--- src/hdl/fwg_pkg.sv ---
package fwg_pkg;

   // ------------------------------------------------------------
   // Array geometry
   // ------------------------------------------------------------
   localparam int              ADDR_W      = 21;
   localparam logic [20:0]     ARRAY_MAX   = 21'h1FFFFF;
   localparam logic [20:0]     PAGE_MASK   = 21'h0000FF;
   localparam logic [20:0]     SECT_MASK   = 21'h000FFF;
   localparam logic [20:0]     BLK32_MASK  = 21'h007FFF;
   localparam logic [20:0]     BLK64_MASK  = 21'h00FFFF;
   localparam logic [4:0]      SECT_SHIFT  = 5'h0C;
   localparam logic [4:0]      BLK_SHIFT   = 5'h10;
   localparam logic [2:0]      SECT_LVL_CAP = 3'h4;
   localparam logic [15:0]     PAGE_BYTES  = 16'h0100;
   localparam logic [7:0]      ERASED_BYTE = 8'hFF;

   // ------------------------------------------------------------
   // Opcodes
   // ------------------------------------------------------------
   localparam logic [7:0] OPC_WRITE_ENABLE  = 8'h06;
   localparam logic [7:0] OPC_WRITE_DISABLE = 8'h04;
   localparam logic [7:0] OPC_STATUS_WRITE  = 8'h01;
   localparam logic [7:0] OPC_PAGE_PROGRAM  = 8'h02;
   localparam logic [7:0] OPC_SECTOR_ERASE  = 8'h20;
   localparam logic [7:0] OPC_BLOCK32_ERASE = 8'h52;
   localparam logic [7:0] OPC_BLOCK64_ERASE = 8'hD8;
   localparam logic [7:0] OPC_CHIP_ERASE_A  = 8'hC7;
   localparam logic [7:0] OPC_CHIP_ERASE_B  = 8'h60;
   localparam logic [7:0] OPC_POWER_DOWN    = 8'hB9;
   localparam logic [7:0] OPC_PD_RELEASE    = 8'hAB;

   // ------------------------------------------------------------
   // Internal cycle times (us) and cycle counts at 25 MHz
   // ------------------------------------------------------------
   localparam int CLK_MHZ      = 25;
   localparam int T_W_US       = 5000;
   localparam int T_PP_US      = 400;
   localparam int T_SE_US      = 50000;
   localparam int T_BE32_US    = 150000;
   localparam int T_BE64_US    = 200000;
   localparam int T_CE_US      = 5000000;
   localparam int T_W_CYC      = T_W_US * CLK_MHZ;
   localparam int T_PP_CYC     = T_PP_US * CLK_MHZ;
   localparam int T_SE_CYC     = T_SE_US * CLK_MHZ;
   localparam int T_BE32_CYC   = T_BE32_US * CLK_MHZ;
   localparam int T_BE64_CYC   = T_BE64_US * CLK_MHZ;
   localparam int T_CE_CYC     = T_CE_US * CLK_MHZ;
   localparam int CNT_W        = 27;

   // ------------------------------------------------------------
   // Types
   // ------------------------------------------------------------
   typedef enum logic [1:0] {FWG_ACTIVE, FWG_STANDBY, FWG_DEEP_PD} fwg_power_e;
   typedef enum logic [1:0] {FWG_OP_NONE, FWG_OP_STATUS, FWG_OP_PROGRAM, FWG_OP_ERASE} fwg_op_e;

   typedef struct packed {
      logic [7:0]  opcode;
      logic [23:0] addr;
      logic [15:0] data_bytes;
      logic        byte_aligned;
   } fwg_cmd_s;

   typedef struct packed {
      logic complement_protect;
      logic sector_granularity_bit;
      logic top_bottom_select;
      logic protect_level_bit2;
      logic protect_level_bit1;
      logic protect_level_bit0;
   } fwg_prot_s;

   typedef struct packed {
      fwg_op_e     kind;
      logic [20:0] first;
      logic [20:0] last;
      logic [8:0]  count;
   } fwg_op_s;

endpackage

--- src/hdl/fwg_prot_map.sv ---
`timescale 1ns/1ps
`default_nettype none
module fwg_prot_map (
   input  wire fwg_pkg::fwg_prot_s i_prot,
   input  wire logic [20:0]        i_first,
   input  wire logic [20:0]        i_last,
   output logic                    o_hit
);
   import fwg_pkg::*;

   logic [2:0]  level;
   logic [4:0]  shift;
   logic [21:0] free_size;
   logic [20:0] lo;
   logic [20:0] hi;

   always_comb begin
      level = {i_prot.protect_level_bit2, i_prot.protect_level_bit1, i_prot.protect_level_bit0};
      // Unprotected slice: 64 kB << (n-1), or 4 kB << (n-1) capped at 32 kB
      if (i_prot.sector_granularity_bit) begin
         shift = (level >= SECT_LVL_CAP) ? (SECT_SHIFT + 5'h03) : (SECT_SHIFT + {2'h0, level} - 5'h01);
      end else begin
         shift = BLK_SHIFT + {2'h0, level} - 5'h01;
      end
      free_size = 22'h000001 << shift;
      lo = i_prot.top_bottom_select ? free_size[20:0] : 21'h000000;
      hi = i_prot.top_bottom_select ? ARRAY_MAX : (ARRAY_MAX - free_size[20:0]);
      if (!i_prot.complement_protect) begin
         o_hit = 1'b0;
      end else if (level == 3'h0) begin
         o_hit = 1'b1;
      end else if (level[2:1] == 2'h3) begin
         o_hit = 1'b0;
      end else begin
         o_hit = !((i_last < lo) || (i_first > hi));
      end
   end
endmodule // fwg_prot_map
`default_nettype wire

--- src/hdl/fwg_write_guard.sv ---
// Contract
// - Program or erase touching any protected address is ignored, array untouched.
// - Complement set, level 000: whole 2 MB array protected.
// - Complement, block mode, bottom: levels 1-5 protect lower 31/32 .. 1/2.
// - Complement, block mode, top: levels 1-5 protect upper 31/32 .. 1/2.
// - Complement, sector mode, bottom: all except top 4/8/16/32 kB protected.
// - Complement, sector mode, top: all except bottom 4/8/16/32 kB protected.
// - Page program takes up to 256 bytes in one page, then a program cycle.
// - Programming only clears bits, never sets them.
// - Erase makes every byte of its region FFh.
// - Sector, block and chip erase, each with its own cycle time.
// - Write-in-progress high throughout status write, program and erase cycles.
// - Chip select low means selected and active, except in deep power-down.
// - After deselect stay active until internal cycle ends, then standby.
// - Deep power-down entered by its command, left only by release command.
// - In deep power-down every command but release is ignored.
// - Write enable latch clears when a program, erase or status write ends.
// - Write-type commands ignored unless chip select rises on a byte boundary.
// - During an internal cycle all commands are ignored here.
// - Release from deep power-down uses opcode ABh.
`timescale 1ns/1ps
`default_nettype none
module fwg_write_guard #(
   parameter int STATUS_CYC  = fwg_pkg::T_W_CYC,
   parameter int PROG_CYC    = fwg_pkg::T_PP_CYC,
   parameter int SECT_CYC    = fwg_pkg::T_SE_CYC,
   parameter int BLK32_CYC   = fwg_pkg::T_BE32_CYC,
   parameter int BLK64_CYC   = fwg_pkg::T_BE64_CYC,
   parameter int CHIP_CYC    = fwg_pkg::T_CE_CYC
) (
   input  wire logic                i_clk,
   input  wire logic                i_rst_n,
   input  wire logic                i_cs_n,
   input  wire logic                i_cmd_valid,
   input  wire fwg_pkg::fwg_cmd_s   i_cmd,
   input  wire fwg_pkg::fwg_prot_s  i_prot,
   input  wire logic                i_byte_valid,
   input  wire logic                i_byte_erase,
   input  wire logic [7:0]          i_byte_old,
   input  wire logic [7:0]          i_byte_new,
   output logic                     o_wip,
   output logic                     o_wel,
   output fwg_pkg::fwg_power_e      o_power,
   output logic                     o_op_start,
   output fwg_pkg::fwg_op_s         o_op,
   output logic                     o_cmd_ignored,
   output logic                     o_release_ack,
   output logic                     o_byte_valid,
   output logic [7:0]               o_byte_out
);
   import fwg_pkg::*;

   // ------------------------------------------------------------
   // Command decode and acceptance
   // ------------------------------------------------------------
   fwg_op_e          kind;
   logic [20:0]      mask;
   logic [20:0]      first;
   logic [20:0]      last;
   logic [CNT_W-1:0] dur;
   logic             is_write_enable_cmd;
   logic             is_wrdi;
   logic             is_dp;
   logic             is_rel;
   logic             prot_hit;
   logic [CNT_W-1:0] busy_cnt;

   always_comb begin
      kind    = FWG_OP_NONE;
      mask    = 21'h000000;
      dur     = '0;
      is_write_enable_cmd = 1'b0;
      is_wrdi = 1'b0;
      is_dp   = 1'b0;
      is_rel  = 1'b0;
      case (i_cmd.opcode)
         OPC_WRITE_ENABLE: is_write_enable_cmd = 1'b1;
         OPC_WRITE_DISABLE: is_wrdi = 1'b1;
         OPC_POWER_DOWN: is_dp = 1'b1;
         OPC_PD_RELEASE: is_rel = 1'b1;
         OPC_STATUS_WRITE: begin
            kind = FWG_OP_STATUS;
            dur  = CNT_W'(STATUS_CYC - 1);
         end
         OPC_PAGE_PROGRAM: begin
            kind = FWG_OP_PROGRAM;
            mask = PAGE_MASK;
            dur  = CNT_W'(PROG_CYC - 1);
         end
         OPC_SECTOR_ERASE: begin
            kind = FWG_OP_ERASE;
            mask = SECT_MASK;
            dur  = CNT_W'(SECT_CYC - 1);
         end
         OPC_BLOCK32_ERASE: begin
            kind = FWG_OP_ERASE;
            mask = BLK32_MASK;
            dur  = CNT_W'(BLK32_CYC - 1);
         end
         OPC_BLOCK64_ERASE: begin
            kind = FWG_OP_ERASE;
            mask = BLK64_MASK;
            dur  = CNT_W'(BLK64_CYC - 1);
         end
         OPC_CHIP_ERASE_A, OPC_CHIP_ERASE_B: begin
            kind = FWG_OP_ERASE;
            mask = ARRAY_MAX;
            dur  = CNT_W'(CHIP_CYC - 1);
         end
         default: kind = FWG_OP_NONE;
      endcase
      first = i_cmd.addr[20:0] & ~mask;
      last  = first | mask;
   end

   fwg_prot_map u_prot_map (
      .i_prot  (i_prot),
      .i_first (first),
      .i_last  (last),
      .o_hit   (prot_hit)
   );
   logic deep;
   logic blocked;
   logic go;
   logic start_op;
   logic write_enable_cmd_ok;
   logic wrdi_ok;
   logic dp_ok;
   logic rel_ok;
   logic decoded;
   logic cycle_done;

   assign deep       = (o_power == FWG_DEEP_PD);
   assign blocked    = o_wip || (deep && !is_rel);
   assign go         = i_cmd_valid && !blocked;
   assign start_op   = go && (kind != FWG_OP_NONE) && i_cmd.byte_aligned && o_wel
                       && !((kind != FWG_OP_STATUS) && prot_hit)
                       && !((kind == FWG_OP_PROGRAM) && (i_cmd.data_bytes == 16'h0000));
   assign write_enable_cmd_ok    = go && is_write_enable_cmd && i_cmd.byte_aligned;
   assign wrdi_ok    = go && is_wrdi && i_cmd.byte_aligned;
   assign dp_ok      = go && is_dp && !deep;
   assign rel_ok     = go && is_rel;
   assign decoded    = (kind != FWG_OP_NONE) || is_write_enable_cmd || is_wrdi || is_dp || is_rel;
   assign cycle_done = o_wip && (busy_cnt == '0);

   // ------------------------------------------------------------
   // Internal cycle timer, write-in-progress, write enable latch
   // ------------------------------------------------------------
   always_ff @(posedge i_clk or negedge i_rst_n) begin
      if (!i_rst_n) begin
         o_wip    <= 1'b0;
         busy_cnt <= '0;
      end else if (start_op) begin
         o_wip    <= 1'b1;
         busy_cnt <= dur;
      end else if (cycle_done) begin
         o_wip    <= 1'b0;
      end else if (o_wip) begin
         busy_cnt <= busy_cnt - CNT_W'(1);
      end
   end
   always_ff @(posedge i_clk or negedge i_rst_n) begin
      if (!i_rst_n) begin
         o_wel <= 1'b0;
      end else if (write_enable_cmd_ok) begin
         o_wel <= 1'b1;
      end else if (wrdi_ok || cycle_done) begin
         o_wel <= 1'b0;
      end
   end

   // ------------------------------------------------------------
   // Power state
   // ------------------------------------------------------------
   always_ff @(posedge i_clk or negedge i_rst_n) begin
      if (!i_rst_n) begin
         o_power <= FWG_STANDBY;
      end else begin
         case (o_power)
            FWG_DEEP_PD: begin
               if (rel_ok) begin
                  o_power <= FWG_ACTIVE;
               end
            end
            default: begin
               if (dp_ok) begin
                  o_power <= FWG_DEEP_PD;
               end else if (!i_cs_n || o_wip || start_op) begin
                  o_power <= FWG_ACTIVE;
               end else begin
                  o_power <= FWG_STANDBY;
               end
            end
         endcase
      end
   end

   // ------------------------------------------------------------
   // Operation launch, command status and byte merge
   // ------------------------------------------------------------
   always_ff @(posedge i_clk or negedge i_rst_n) begin
      if (!i_rst_n) begin
         o_op_start    <= 1'b0;
         o_op          <= '0;
         o_cmd_ignored <= 1'b0;
         o_release_ack <= 1'b0;
      end else begin
         o_op_start    <= start_op;
         o_cmd_ignored <= i_cmd_valid && decoded && !(start_op || write_enable_cmd_ok || wrdi_ok || dp_ok || rel_ok);
         o_release_ack <= rel_ok;
         if (start_op) begin
            o_op.kind  <= kind;
            o_op.first <= first;
            o_op.last  <= last;
            o_op.count <= (i_cmd.data_bytes > PAGE_BYTES) ? 9'h100 : i_cmd.data_bytes[8:0];
         end
      end
   end
   always_ff @(posedge i_clk or negedge i_rst_n) begin
      if (!i_rst_n) begin
         o_byte_valid <= 1'b0;
         o_byte_out   <= 8'hFF;
      end else begin
         o_byte_valid <= i_byte_valid;
         if (i_byte_valid) begin
            o_byte_out <= i_byte_erase ? ERASED_BYTE : (i_byte_old & i_byte_new);
         end
      end
   end
endmodule // fwg_write_guard
`default_nettype wire

--- config.mk ---
export PLATFORM = sky130hd
export DESIGN_NAME = fwg_write_guard
export DESIGN_NICKNAME = d
export VERILOG_FILES = /design/src/hdl/fwg_pkg.sv /design/src/hdl/fwg_prot_map.sv /design/src/hdl/fwg_write_guard.sv
export SDC_FILE = /design/constraint.sdc
export NUM_CORES = 1
export LEC_CHECK = 0
export BUFFER_PORTS_ARGS = -buffer_cell sky130_fd_sc_hd__buf_2
export CORE_ASPECT_RATIO = 1.1
export CORE_MARGIN = 2
export CORE_UTILIZATION = 59
export DETAILED_ROUTE_END_ITERATION = 7
export HOLD_SLACK_MARGIN = 0.12
export PLACE_DENSITY = 0.92
export SYNTH_ARGS = -nofsm -noshare
export SYNTH_HDL_FRONTEND = slang
export SYNTH_HIERARCHICAL = 1
export SYNTH_SLANG_ARGS = --single-unit
--- constraint.sdc ---
create_clock -name i_clk -period 6.9 [get_ports i_clk]
set_input_delay 0.345 -clock i_clk [delete_from_list [all_inputs] [get_ports i_clk]]
set_output_delay 0.345 -clock i_clk [all_outputs]
set_load 0.005 [all_outputs]
==> reports/qor.yml <==
timing:
  finalCritPeriodShare_pct: 75.8
  final-hold-violation-count: 0
  max_freq_mhz: 191
  fin_skew_ns: 0.00802
  drv_slew: 0
  fin_crit_ns: 5.23
  setup-violations-final: 0
  max_slew_margin_pct: 42.6
  final.setup.tns_ns: 0
  worstMarginPinSlew_ns: 0.849
  grt_setup_unrepaired: "no"
die:
  rows: 39
  die_area_um2: 11600
  coreArea_um2: 10400
  io_pins: 146
  die_w_um: 103
  initial_core_util_pct: 60.7
  die_h_um: 113
cells_and_area:
  fin_area_um2: 7370
  areaGrowthSynthToFinish_pct: 16.3
  multiInputGateArea_um2: 3680
  seqCellArea_um2: 2410
  post-route-util_pct: 70.6
  nets: 974
  fillers: 843
  num_antenna_cells: 0
  drive_gt1_share_pct: 24.5
grt:
  grt_pass1_wl_um: 27500
  grt_util_all_layers_pct: 30.0
  grt-ovfl-total: 0
  first_global_vias: 6016
  grt_antenna_before_repair: 0
  grt_max_degree: 69
synth:
  yosysSeqAreaShare_pct: 38.1
  synth_edf_count: 0
  async_flop_share_pct: 100
  syn_area_um2: 6340
  yosys.area.top_type: "dfrtp_1"
  synth_xor_area_share_pct: 1.93
  yosysWarnings: 6
  synth.avg_cell_area_um2: 8.71
  synth_top_flop_cell: "dfrtp_1"
  synth_cell_type_count: 76
  syn_nets: 851
  synth_top_cell_area_share_pct: 34.3
  ys_ff_latch: 96
  synth_cells: 728
  synthAdderAreaFrac_pct: 9.08
  synth_simple_gate_area_share_pct: 31.2
  synth_compound_area_share_pct: 12.3
  netlist_top_cells_area: "dfrtp_1, ha_1, nor2_1, nand2_1, a21oi_1"
  synth.area.mux_share_pct: 3.36
  synthTopCellsByCount: "nor2_1, nand2_1, dfrtp_1, a21oi_1, ha_1"
  yosys.cell_count.top_type: "nor2_1"
  synth_top_family_by_area: "simple AND/OR/NAND/NOR gates"
route:
  drtIter0Drc: 327
  drt_wl_total_um: 16700
  vias_per_cell: 6.07
  post_drt_wl_per_cell_um: 16.7
  drt_pass1_iterations: 5
  antenna_left: 0
  drc_errors: 0
  num_vias: 6065
setup_path:
  arrival_ns: 5.47
  crit_start: "i_prot[0]"
  cp-start-kind: "primary input"
  cp-endpoint: "o_op[43]"
  end_kind: "flip-flop"
  reg2reg_depth: 6
  r2r_end: "o_op[43]"
  cp_data_required_time_ns: 7.13
  path_max_fanout: 28
  reg2reg_from: "o_wip"
  critPathKind: "in -> reg"
  rrSetupSlack_ns: 4.11
power:
  power_switching_uw: 464
  p_seq_share_pct: 47.5
  internal_power_uw: 1070
  power.density_nw_per_um2: 208
  combPwrFrac_pct: 22.6
  peakVddDrop_v: 0.000127
  switching_share_pct: 30.3
  p_leak_uw: 0.00354
  p_clk_share_pct: 29.9
clock_network:
  root_buffer: "clkbuf_16"
  ctsResizeCount: 0
  holdBufCountCts: 1
  post_cts_buffers: 0
  cts_tree: "done"
  cts_buffer_depth: 2
  cts_buffers: 9
  path_clk_slew_ns: 0.07
  cts.htree.levels: 3
  clk_latency_ns: 0.35
  cts_sinks: 96
worst_hold_path:
  hp-class: "in -> reg"
  hp-start: "i_cs_n"
flow_run:
  max_cap_viol_count: 0
outcome:
  outcome: "finished clean"
placement:
  placed_cell_area_um2: 7100
  io_buffer_count: 142
  gp_routability_congestion: 0.992
  dp_hpwl_um: 12500
==> area by class of cell <==
cell class,count,share of cell area (%)
multi-input cells,578,49.9
flip-flops and latches,96,32.7
repair buffers,149,10.4
clock buffers,12,3.21
well taps,143,2.43
inverters,17,0.865
clock inverters,4,0.407
==> placed cells by master (no fill, tap or decap), drive strengths merged, types with 20 or more instances in the layout <==
cell / count
and2: 20
dfrtp: 87
nor3: 22
ha: 46
nor2: 107
a21oi: 53
buf: 148
nand2: 88
nand2b: 20
nand3: 25
==> power groups by stage <==
stage	Sequential, uW	Combinational (uW)	Clock (uW)
6_report	727	346	459
5_1_grt	738	392	486
4_1_cts	726	347	464
3_5_place_dp	735	343	0
3_3_place_gp	730	331	0
2_1_floorplan	728	205	0
==> sequential cells by signal, indices dropped and copies added (netlist names) <==
name / count
o_byte_valid: 1
o_release_ack: 1
o_power: 2
o_wel: 1
busy_cnt: 27
o_op_start: 1
o_cmd_ignored: 1
o_wip: 1
o_byte_out: 8
o_op: 53
==> kinds of logic after synthesis <==
group | count (synthesis)
flops | 96
mux | 19
compound gates | 118
simple gates | 381
fa+ha+maj | 46
buf+inv | 54
xor+xnor | 14
==> how the worst min path moves through the flow <==
| stage | cells after the start | endpoint |
|---|---|---|
| floorplan | 0 | busy_cnt[0] |
| global placement | 1 | busy_cnt[12] |
| detailed placement | 1 | busy_cnt[12] |
| CTS | 3 | o_power[0] |
| global route | 3 | o_power[0] |
| finish | 3 | o_power[0] |
==> metal layers <==
| metal | GRT usage (%) | vias up | wire length, um |
|---|---|---|---|
| met3 | 5.13 | 64 | 970 |
| met2 | 52.3 | 276 | 8680 |
| li1 | - | 2846 | - |
| met5 | 0 | - | 0 |
| met4 | 15.4 | 0 | 693 |
| met1 | 34.9 | 2879 | 6350 |
==> worst max-delay path, stage by stage <==
cell	delay (ns)
buf_2	0.16
inv_1	0.11
ha_1	0.22
ha_1	0.32
or3b_1	0.40
and2_1	0.20
nor3_1	0.38
nand2_1	0.12
ha_1	0.35
nand4_2	0.15
nor3_1	0.08
a221oi_1	0.30
nand4_1	0.20
o2111ai_1	0.15
nand3_1	0.18
o22ai_2	0.31
o311a_2	0.72
buf_4	0.38
mux2_2	0.37
==> through the flow <==
step | total power, uW | std cells | hold WS, ns | setup slack (ns)
finish | 1530 | 999 | 0.220 | 1.67
floorplan | 933 | 728 | 0.0494 | 2.32
global placement | 1060 | 982 | 0.276 | 1.55
global route | 1620 | 999 | 0.238 | 1.37
detailed placement | 1080 | 982 | 0.275 | 1.44
CTS | 1540 | 999 | 0.215 | 1.78
(Power assumes the default switching activity.)
